==> src/rtl/wdt_regs.vh <==
`ifndef WDT_REGS_VH
`define WDT_REGS_VH
// Behaviour
// - awake expiry without clear request resets the device
// - counter ticks from 31 kHz oscillator
// - mode 11 keeps watchdog always active
// - mode 10 active awake, off asleep
// - mode 01 follows software enable bit
// - mode 00 off; enable ignored then
// - software enable write turns watchdog on/off in mode 01 only
// - period code selects prescale 32 shl code
// - reserved period codes act as minimum
// - period select resets to code 01011
// - clear on reset, instruction, sleep, failure, disable
// - crystal wake holds clear until startup done
// - divider change leaves counter untouched
// - counting resumes in sleep when enabled
// - sleep expiry wakes and updates status flags
// - control bits 7-6 zero, 5-1 period, 0 enable

// ****************************************
// register map
// ****************************************
`define WDT_OFS_CONTROL 4'h0
`define WDT_OFS_STATUS 4'h4
`define WDT_OFS_IRQ_MASK 4'h8

// ****************************************
// fields and reset values
// ****************************************
`define WDT_EN_BIT 0
`define WDT_PS_LSB 1
`define WDT_PS_MSB 5
`define WDT_PS_RESET 5'h0B
`define WDT_PS_MAX 5'h12
`define WDT_PS_MIN 5'h00
`define WDT_BASE_LOG2 5
`define WDT_ST_AWAKE_TO 0
`define WDT_ST_SLEEP_TO 1

// ****************************************
// modes
// ****************************************
`define WDT_MODE_OFF 2'h0
`define WDT_MODE_SW 2'h1
`define WDT_MODE_NOSLEEP 2'h2
`define WDT_MODE_ON 2'h3

// ****************************************
// timing
// ****************************************
`define WDT_CLK_HZ 100000000
`define WDT_LF_HZ 31000
`define WDT_TICK_CYCLES (`WDT_CLK_HZ / `WDT_LF_HZ)
`endif

==> src/rtl/wdt_top.v <==
`include "wdt_regs.vh"

module wdt_top #(
    parameter TICK_DIV = `WDT_TICK_CYCLES
) (
    input wire CLK,
    input wire RESETN,
    input wire [1:0] MODE_CONFIG,
    input wire SLEEP,
    input wire CLEAR_INSTR,
    input wire OSC_FAIL,
    input wire WAKE,
    input wire CRYSTAL_CLOCK,
    input wire OST_RUNNING,
    input wire DIVIDER_CHANGE,
    input wire [3:0] AVS_ADDRESS,
    input wire AVS_READ,
    input wire AVS_WRITE,
    input wire [31:0] AVS_WRITEDATA,
    input wire [3:0] AVS_BYTEENABLE,
    output reg [31:0] AVS_READDATA,
    output wire AVS_WAITREQUEST,
    output reg RESET_REQ,
    output reg WAKE_REQ,
    output reg TIMEOUT_FLAG_N,
    output reg POWERDOWN_FLAG_N,
    output wire IRQ
);
    // ****************************************
    // bus slave
    // ****************************************
    // one wait state per access, so the answer is registered
    reg ack_q;
    reg en_q;
    reg [4:0] ps_q;
    reg [1:0] st_q;
    reg [1:0] mask_q;
    wire req;
    wire wr;
    wire [7:0] ctrl;

    assign req = AVS_READ | AVS_WRITE;
    assign AVS_WAITREQUEST = req & ~ack_q;
    assign wr = AVS_WRITE & ack_q & AVS_BYTEENABLE[0];
    assign ctrl = {2'h0, ps_q, en_q};

    function is_reg;
        input [3:0] a;
        input [3:0] ofs;
        begin
            is_reg = (a == ofs);
        end
    endfunction

    always @(posedge CLK or negedge RESETN) begin
        if (!RESETN) begin
            ack_q <= 1'b0;
            AVS_READDATA <= 32'h00000000;
        end else begin
            ack_q <= req & ~ack_q;
            if (AVS_READ & ~ack_q) begin
                if (is_reg(AVS_ADDRESS, `WDT_OFS_CONTROL))
                    AVS_READDATA <= {24'h000000, ctrl};
                else if (is_reg(AVS_ADDRESS, `WDT_OFS_STATUS))
                    AVS_READDATA <= {30'h00000000, st_q};
                else if (is_reg(AVS_ADDRESS, `WDT_OFS_IRQ_MASK))
                    AVS_READDATA <= {30'h00000000, mask_q};
                else
                    AVS_READDATA <= 32'h00000000;
            end
        end
    end

    // ****************************************
    // control register
    // ****************************************
    always @(posedge CLK or negedge RESETN) begin
        if (!RESETN) begin
            en_q <= 1'b0;
            ps_q <= `WDT_PS_RESET;
            mask_q <= 2'h0;
        end else if (wr && is_reg(AVS_ADDRESS, `WDT_OFS_CONTROL)) begin
            en_q <= AVS_WRITEDATA[`WDT_EN_BIT];
            ps_q <= AVS_WRITEDATA[`WDT_PS_MSB:`WDT_PS_LSB];
        end else if (wr && is_reg(AVS_ADDRESS, `WDT_OFS_IRQ_MASK)) begin
            mask_q <= AVS_WRITEDATA[1:0];
        end
    end

    // ****************************************
    // mode decode
    // ****************************************
    reg active;
    always @* begin
        case (MODE_CONFIG)
            `WDT_MODE_ON: active = 1'b1;
            `WDT_MODE_NOSLEEP: active = ~SLEEP;
            `WDT_MODE_SW: active = en_q;
            `WDT_MODE_OFF: active = 1'b0;
            default: active = 1'b0;
        endcase
    end

    // ****************************************
    // counter and clearing
    // ****************************************
    reg sleep_q;
    wire sleep_edge;
    wire hold_ost;
    wire clear;
    wire tick;
    wire expire;

    assign sleep_edge = SLEEP ^ sleep_q;
    // crystal clocks keep the count parked until start-up completes
    assign hold_ost = CRYSTAL_CLOCK & OST_RUNNING & ~SLEEP;
    // divider changes are deliberately not a clear source
    assign clear = CLEAR_INSTR | sleep_edge | WAKE | OSC_FAIL | ~active | hold_ost;

    wdt_tick #(
        .DIV(TICK_DIV)
    ) u_tick (
        .clk(CLK),
        .resetn(RESETN),
        .tick(tick)
    );

    wdt_prescale #(
        .W(28)
    ) u_pre (
        .clk(CLK),
        .resetn(RESETN),
        .tick(tick),
        .clear(clear),
        .period(ps_q),
        .expire(expire),
        .count()
    );

    // ****************************************
    // outcome of an expiry
    // ****************************************
    always @(posedge CLK or negedge RESETN) begin
        if (!RESETN) begin
            sleep_q <= 1'b0;
            RESET_REQ <= 1'b0;
            WAKE_REQ <= 1'b0;
            TIMEOUT_FLAG_N <= 1'b1;
            POWERDOWN_FLAG_N <= 1'b1;
            st_q <= 2'h0;
        end else begin
            sleep_q <= SLEEP;
            RESET_REQ <= expire & ~SLEEP;
            WAKE_REQ <= expire & SLEEP;
            if (expire) begin
                TIMEOUT_FLAG_N <= 1'b0;
                POWERDOWN_FLAG_N <= ~SLEEP;
            end else if (CLEAR_INSTR) begin
                TIMEOUT_FLAG_N <= 1'b1;
                POWERDOWN_FLAG_N <= 1'b1;
            end else if (SLEEP & ~sleep_q) begin
                POWERDOWN_FLAG_N <= 1'b0;
            end
            // set beats write-one-clear
            st_q[`WDT_ST_AWAKE_TO] <= (expire & ~SLEEP) | (st_q[`WDT_ST_AWAKE_TO] &
                ~(wr & is_reg(AVS_ADDRESS, `WDT_OFS_STATUS) & AVS_WRITEDATA[0]));
            st_q[`WDT_ST_SLEEP_TO] <= (expire & SLEEP) | (st_q[`WDT_ST_SLEEP_TO] &
                ~(wr & is_reg(AVS_ADDRESS, `WDT_OFS_STATUS) & AVS_WRITEDATA[1]));
        end
    end

    assign IRQ = |(st_q & mask_q);
endmodule // wdt_top

==> src/rtl/wdt_tick.v <==
`include "wdt_regs.vh"

// low frequency time base: one pulse per nominal 31 kHz period
module wdt_tick #(
    parameter DIV = `WDT_TICK_CYCLES
) (
    input wire clk,
    input wire resetn,
    output reg tick
);
    reg [15:0] cnt_q;

    always @(posedge clk or negedge resetn) begin
        if (!resetn) begin
            cnt_q <= 16'h0000;
            tick <= 1'b0;
        end else if (cnt_q == DIV[15:0] - 16'h0001) begin
            cnt_q <= 16'h0000;
            tick <= 1'b1;
        end else begin
            cnt_q <= cnt_q + 16'h0001;
            tick <= 1'b0;
        end
    end
endmodule // wdt_tick

==> src/rtl/wdt_prescale.v <==
`include "wdt_regs.vh"

// ripple of the time base; expiry when bit (4+code) is about to wrap
module wdt_prescale #(
    parameter W = 28
) (
    input wire clk,
    input wire resetn,
    input wire tick,
    input wire clear,
    input wire [4:0] period,
    output wire expire,
    output wire [W-1:0] count
);
    reg [W-1:0] cnt_q;
    wire [4:0] eff;
    wire [W-1:0] limit;

    // reserved codes fall back to the shortest interval
    assign eff = (period > `WDT_PS_MAX) ? `WDT_PS_MIN : period;
    assign limit = ({{(W-1){1'b0}}, 1'b1} << (eff + `WDT_BASE_LOG2))
        - {{(W-1){1'b0}}, 1'b1};
    // low bits only, so a count left above a freshly shortened period still expires
    assign expire = tick && !clear && ((cnt_q & limit) == limit);
    assign count = cnt_q;

    always @(posedge clk or negedge resetn) begin
        if (!resetn)
            cnt_q <= {W{1'b0}};
        else if (clear || expire)
            cnt_q <= {W{1'b0}};
        else if (tick)
            cnt_q <= cnt_q + {{(W-1){1'b0}}, 1'b1};
    end
endmodule // wdt_prescale

==> config.mk <==
export PLATFORM = sky130hd
export DESIGN_NAME = wdt_top
export DESIGN_NICKNAME = d
export VERILOG_FILES = /design/src/rtl/wdt_top.v /design/src/rtl/wdt_tick.v /design/src/rtl/wdt_prescale.v
export VERILOG_INCLUDE_DIRS = /design/src /design/src/rtl
export SDC_FILE = /design/constraint.sdc
export NUM_CORES = 1
export LEC_CHECK = 0
export BUFFER_PORTS_ARGS = -buffer_cell sky130_fd_sc_hd__buf_2
export CELL_PAD_IN_SITES_DETAIL_PLACEMENT = 2
export CELL_PAD_IN_SITES_GLOBAL_PLACEMENT = 2
export CORE_MARGIN = 8
export CORE_UTILIZATION = 36
export DETAILED_ROUTE_END_ITERATION = 12
export MAX_ROUTING_LAYER = met4
export PLACE_DENSITY_LB_ADDON = 0.2
export SLEW_MARGIN = 30
export SYNTH_ARGS = -nofsm -noshare
export SYNTH_HDL_FRONTEND = slang
export SYNTH_HIERARCHICAL = 1
export SYNTH_SLANG_ARGS = --single-unit
==> constraint.sdc <==
create_clock -name CLK -period 5 [get_ports CLK]
set_input_delay 0.25 -clock CLK [delete_from_list [all_inputs] [get_ports CLK]]
set_output_delay 0.25 -clock CLK [all_outputs]
set_load 0.05 [all_outputs]
==> results of run 1 <==
[cells in the final DEF (no fill, tap or decap), types with 3 or more instances in the layout]
cell / n
a211oi_1: 20
a211oi_2: 3
a21oi_1: 12
and3_1: 4
and4_1: 3
buf_2: 34
buf_4: 4
clkbuf_8: 11
conb_1: 28
dfrtp_1: 57
dfstp_2: 5
ha_1: 5
inv_1: 11
mux2_2: 6
nand2_1: 32
nand2b_1: 6
nand3_1: 18
nand4_1: 14
nor2_1: 34
nor2b_1: 4
nor3_1: 10
nor4_1: 7
o21ai_0: 11
or3_1: 3
or4_1: 3
or4b_1: 3
xnor2_1: 16
xor2_1: 19
[area by class of cell]
class | instances | area, um2 | share of cell area, %
inverters | 11 | 41.29 | 0.9940
multi-input cells | 306 | 1952 | 46.99
clock inverters | 5 | 81.33 | 1.958
well taps | 136 | 170.2 | 4.096
flip-flops and latches | 62 | 1558 | 37.50
clock buffers | 11 | 151.4 | 3.645
repair buffers | 38 | 200.2 | 4.819
[where the power goes]
group / leakage (nW) / switching (mW) / internal, mW
Clock: 0.116 / 0.209 / 0.308
Sequential: 0.827 / 0.0283 / 0.517
Combinational: 0.792 / 0.139 / 0.0534
[worst register-to-register path, cell delays in order (launching register included)]
cell	delay [ns]
dfrtp_1	0.33
inv_1	0.04
ha_1	0.26
or4b_1	0.42
or3_1	0.40
buf_4	0.24
inv_1	0.13
nand4_1	0.11
nor3_1	0.20
nand4_1	0.17
nor3_4	0.25
and2_1	0.26
nor2b_1	0.24
nor2b_1	0.07
a21oi_1	0.16
[metal layers]
layer | vias to the layer above | part of all wire, % | track usage [%]
met1 | 1557 | 44 | 18.21
met4 | 0 | 1.2 | 5.444
met5 | - | 0 | -
met2 | 31 | 53 | 27.10
met3 | 8 | 2.5 | 3.405
li1 | 1424 | - | -
[metrics by stage]
| step | instance area [um2] | utilization (%) | instances |
|---|---|---|---|
| 2_1_floorplan | 3849 | - | 424 |
| 3_3_place_gp | 3921 | 38.33 | 553 |
| 3_5_place_dp | 3921 | 38.33 | 553 |
| 4_1_cts | 4154 | 40.60 | 569 |
| 5_1_grt | 4154 | 40.60 | 569 |
| 6_report | 4154 | 40.60 | 569 |
[flip-flops by register name (all words and copies together), names as in the netlist, 2 cells and up]
register,count
u_pre/count,23
u_tick/cnt_q,16
st_q,2
AVS_READDATA,6
mask_q,2
ps_q,5
[worst paths after layout]
path	endpoint	slack [ns]
worst max-delay path	st_q[0]$_DFF_PN0_	1.65
worst min-delay path	sleep_q$_DFF_PN0_	0.08
worst max register to register	st_q[0]$_DFF_PN0_	1.65
worst min register to register	AVS_READDATA[5]$_DFFE_PN0P_	0.48
max in group asynchronous	u_pre/count[16]$_DFFE_PN0P_	4.36
min in group asynchronous	WAKE_REQ$_DFF_PN0_	0.10
==> impl_metrics.env, run 1 <==
export IMPL_status="complete, no violations"
export IMPL_core_area_um2=10230
export IMPL_first_global_vias=3276
export IMPL_fmax_ghz=0.2985
export IMPL_syn_cell_area_um2=3751
export IMPL_rows=37
export IMPL_arrival_ns=3.63
export IMPL_cts_hold_fix_buffers=0
export IMPL_finalWorstSetupSlack_ns=1.650
export IMPL_root_buffer="clkbuf_8"
export IMPL_power_density_nw_per_um2=301.8
export IMPL_antenna_found_initial=0
export IMPL_dr_total_vias=3020
export IMPL_cts_setup_buffers=0
export IMPL_h_tree_depth=3
export IMPL_routed_wl_mm=10.55
export IMPL_clock_latency_ns=0.35
export IMPL_fin_tns_setup_ns=0
export IMPL_hold_viol=0
export IMPL_critical_path_slowest_cell="or4b_1"
export IMPL_clk_pin_slew_worst_paths_ns=0.08
export IMPL_ant_nets=0
export IMPL_dieArea_um2=13940
export IMPL_reg2reg_depth=14
export IMPL_cts_tree="built"
export IMPL_ir_worst_vdd_v=0.0001196
export IMPL_diodes=0
export IMPL_holdCritStartpoint="SLEEP"
export IMPL_track_usage_pct=15.94
export IMPL_cp_num_buf_inv=3
export IMPL_syn_avg_cell_area_um2=9.425
export IMPL_via_per_inst=5.308
export IMPL_cts_buffer_depth=2
export IMPL_yosys_warnings=6
export IMPL_setup_viol=0
export IMPL_grt_max_degree=63
export IMPL_fin_hold_ws_ns=0.07863
export IMPL_hp_class="primary input to flip-flop"
export IMPL_io_pins=91
export IMPL_power_leakage_nw=1.735
export IMPL_cts_made_buffers=9
export IMPL_critPathLaunchType="flip-flop"
export IMPL_path_cells="inv_1, ha_1, or4b_1, or3_1, buf_4, inv_1, nand4_1, nor3_1, nand4_1, nor3_4, and2_1, nor2b_1, nor2b_1, a21oi_1"
export IMPL_worst_slew_pin_slew_ns=0.8414
export IMPL_cap_violations=0
export IMPL_synthCells=398
export IMPL_drt_iter0_markers=118
export IMPL_firstDrtPassIters=4
export IMPL_pre_cts_ws_ns=1.518
export IMPL_io_buffers=34
export IMPL_area_growth_pct=10.74
export IMPL_drc=0
export IMPL_max_slew_margin_pct=43.90
export IMPL_period_share_pct=67.00
export IMPL_die_w_um=118.1
export IMPL_die_y_um=118.1
export IMPL_critPathTopFamily="simple AND/OR/NAND/NOR gates"
export IMPL_gr_total_overflow=0
export IMPL_nFillCells=1157
export IMPL_rsz0062_at_grt="false"
export IMPL_ctsResizeCount=0
export IMPL_cts_sinks=62
export IMPL_grt_pass1_wl_mm=17.57
export IMPL_place_hpwl_mm=7.560
export IMPL_worst_path_stages=14
export IMPL_cpPeakStageDelay_ns=0.42
export IMPL_timing_rr_start="sleep_q$_DFF_PN0_"
export IMPL_final_nets=486
export IMPL_wl_per_cell_um=18.54
export IMPL_drive_gt1_share_pct=18.01
export IMPL_p_total_mw=1.254
export IMPL_min_period_ns=3.350
export IMPL_worstPathMaxFanout=25
export IMPL_required_ns=5.28
export IMPL_end_kind="flip-flop"
export IMPL_worstSetupPathType="flip-flop to flip-flop"
export IMPL_start_util_pct=36.66
export IMPL_place_congestion=0.7697
export IMPL_skew_ns=0.01213
export IMPL_startpoint="sleep_q$_DFF_PN0_"
export IMPL_holdPathStages=1
export IMPL_slew_viol_final=0
Power figures use the tool's default switching activity.
==> run 2: changes to the inputs <==
--- a/config.mk
+++ b/config.mk
@@ -10,7 +10,7 @@
 export CELL_PAD_IN_SITES_DETAIL_PLACEMENT = 2
 export CELL_PAD_IN_SITES_GLOBAL_PLACEMENT = 2
 export CORE_MARGIN = 8
-export CORE_UTILIZATION = 36
+export CORE_UTILIZATION = 33
 export DETAILED_ROUTE_END_ITERATION = 12
 export MAX_ROUTING_LAYER = met4
 export PLACE_DENSITY_LB_ADDON = 0.2
==> constraint.sdc (replaced) <==
create_clock -name CLK -period 3.1 [get_ports CLK]
set_input_delay 0.155 -clock CLK [delete_from_list [all_inputs] [get_ports CLK]]
set_output_delay 0.155 -clock CLK [all_outputs]
set_load 0.05 [all_outputs]
==> run 2 against run 1 <==
Register-to-register slack worse by 1.4 ns. Maximum frequency is 16% higher. Clock power is 91% higher. Cell area is 3.1% higher. Sequential cell count stayed put. Critical path depth is 1 lower. Wire length is 4.3% higher.
==> impl_metrics.env, run 2 (synthesis results as in run 1) <==
export IMPL_status="complete, no violations"
export IMPL_timing_rr_start="sleep_q$_DFF_PN0_"
export IMPL_critPathCapture="st_q[0]$_DFF_PN0_"
export IMPL_place_congestion=0.7791
export IMPL_cts_buffer_depth=2
export IMPL_period_share_pct=92.90
export IMPL_worstSetupPathType="flip-flop to flip-flop"
export IMPL_reg2reg_depth=13
export IMPL_largest_reg_flops=23
export IMPL_routed_top_layer="met4"
export IMPL_hold_viol=0
export IMPL_place_hpwl_mm=8.058
export IMPL_rsz0062_at_grt="false"
export IMPL_drive_gt1_share_pct=19.09
export IMPL_grt_max_degree=42
export IMPL_diodes=0
export IMPL_power_density_nw_per_um2=510.3
export IMPL_io_pins=91
export IMPL_min_period_ns=2.880
export IMPL_root_buffer="clkbuf_16"
export IMPL_cp_num_buf_inv=2
export IMPL_worst_slew_pin_slew_ns=0.7755
export IMPL_final_nets=493
export IMPL_r2r_end="st_q[0]$_DFF_PN0_"
export IMPL_drc=0
export IMPL_multi_input_area_um2=1962
export IMPL_cts_setup_buffers=0
export IMPL_routed_wl_mm=11.00
export IMPL_p_total_mw=2.185
export IMPL_fin_hold_ws_ns=0.05791
export IMPL_via_per_inst=5.249
export IMPL_fmax_ghz=0.3472
export IMPL_drt_met1_wl_mm=4.866
export IMPL_ant_nets=0
export IMPL_cts_made_buffers=9
export IMPL_nFillCells=1277
export IMPL_dieArea_um2=15030
export IMPL_first_global_vias=3498
export IMPL_cts_tree="built"
export IMPL_end_kind="flip-flop"
export IMPL_ir_worst_vdd_v=0.0003194
export IMPL_required_ns=3.36
export IMPL_place_inst=566
export IMPL_antenna_found_initial=0
export IMPL_worst_path_stages=13
export IMPL_max_slew_margin_pct=47.90
export IMPL_die_y_um=122.6
export IMPL_cts_sinks=62
export IMPL_holdCritStartpoint="AVS_WRITEDATA[4]"
export IMPL_critical_path_slowest_cell="or3_1"
export IMPL_clock_latency_ns=0.34
export IMPL_die_w_um=122.6
export IMPL_pre_cts_ws_ns=-0.02551
export IMPL_critPathTopFamily="simple AND/OR/NAND/NOR gates"
export IMPL_dr_total_vias=3060
export IMPL_route_met2_wl_mm=5.562
export IMPL_start_util_pct=33.28
export IMPL_clk_pin_slew_worst_paths_ns=0.06
export IMPL_gr_total_overflow=0
export IMPL_area_growth_pct=14.14
export IMPL_ff_latch_area_um2=1558
export IMPL_arrival_ns=3.14
export IMPL_core_area_um2=11270
export IMPL_skew_ns=0.007269
export IMPL_startpoint="sleep_q$_DFF_PN0_"
export IMPL_power_leakage_nw=1.795
export IMPL_finalWorstSetupSlack_ns=0.2200
export IMPL_path_cells="inv_1, ha_1, or4b_1, or3_1, inv_1, nand4_1, nor3_2, nand4_1, nor3_4, and2_4, nor2b_2, nor2b_1, a21oi_1"
export IMPL_io_buffers=34
export IMPL_grt_pass1_wl_mm=18.26
export IMPL_wl_per_cell_um=18.87
export IMPL_cap_violations=0
export IMPL_slew_viol_final=0
export IMPL_h_tree_depth=3
export IMPL_setup_viol=0
export IMPL_critPathLaunchType="flip-flop"
export IMPL_cpPeakStageDelay_ns=0.43
export IMPL_rows=39
export IMPL_hp_class="primary input to flip-flop"
export IMPL_layout_common_cells="dfrtp_1 (57), nor2_1 (34), buf_2 (33)"
export IMPL_track_usage_pct=16.19
export IMPL_drt_iter0_markers=120
export IMPL_worstPathMaxFanout=3
export IMPL_wl_met3_um=376
export IMPL_post_route_util_pct=37.98
export IMPL_r2r_setup_slack_ns=0.22
export IMPL_final_common_cell="dfrtp_1"
export IMPL_firstDrtPassIters=4
export IMPL_fin_cells=583
run 2: per-stage QoR:
stage	TNS [ns]	instance area, um2
finish	0	4282
global route	0	4282
CTS	0	4273
detailed placement	-0.02551	3978
global placement	0	3975
floorplan	0	3849
run 2: worst register-to-register path: stages (launching register included):
cell and delay, ns:
dfrtp_1 0.32, inv_1 0.04, ha_1 0.25, or4b_1 0.42, or3_1 0.43, inv_1 0.11
nand4_1 0.13, nor3_2 0.14, nand4_1 0.16, nor3_4 0.22, and2_4 0.20, nor2b_2 0.19
nor2b_1 0.06, a21oi_1 0.13
run 2: worst min-delay path by stage:
stage | to | slack, ns | cells past startpoint
after floorplan | AVS_READDATA[0]$_DFFE_PN0P_ | -0.14 | 0
after global placement | u_tick/cnt_q[3]$_DFF_PN0_ | 0.37 | 1
after detailed placement | u_tick/cnt_q[3]$_DFF_PN0_ | 0.19 | 1
after CTS | st_q[1]$_DFF_PN0_ | 0.05 | 2
after global routing | ps_q[3]$_DFFE_PN1P_ | 0.05 | 2
final | ps_q[3]$_DFFE_PN1P_ | 0.06 | 2
run 2: report_power, final:
| part | switching (mW) | internal (mW) |
|---|---|---|
| clock network | 0.364 | 0.620 |
| logic | 0.234 | 0.0913 |
| registers | 0.0404 | 0.835 |
| total | 0.639 | 1.55 |
run 2: area by class of cell:
cell class | count | share of cell area [%]
multi-input cells | 306 | 45.82
repair buffers | 45 | 6.020
flip-flops and latches | 62 | 36.38
clock buffers | 12 | 5.523
inverters | 11 | 0.9643
clock inverters | 4 | 1.110
well taps | 143 | 4.179
run 2: timing repair:
action / CTS / global route
endpoints found under the setup margin: 1 / 3
hold buffers: 1 / 0
resized for setup: 1 / 3
endpoints found under the hold margin: 39 / 0
run 2: routing by layer:
layer | vias to the layer above | GRT usage (%)
li1 | 1445 | -
met1 | 1556 | 18.67
met2 | 45 | 26.51
met3 | 14 | 3.634
met4 | 0 | 7.235
met5 | - | -
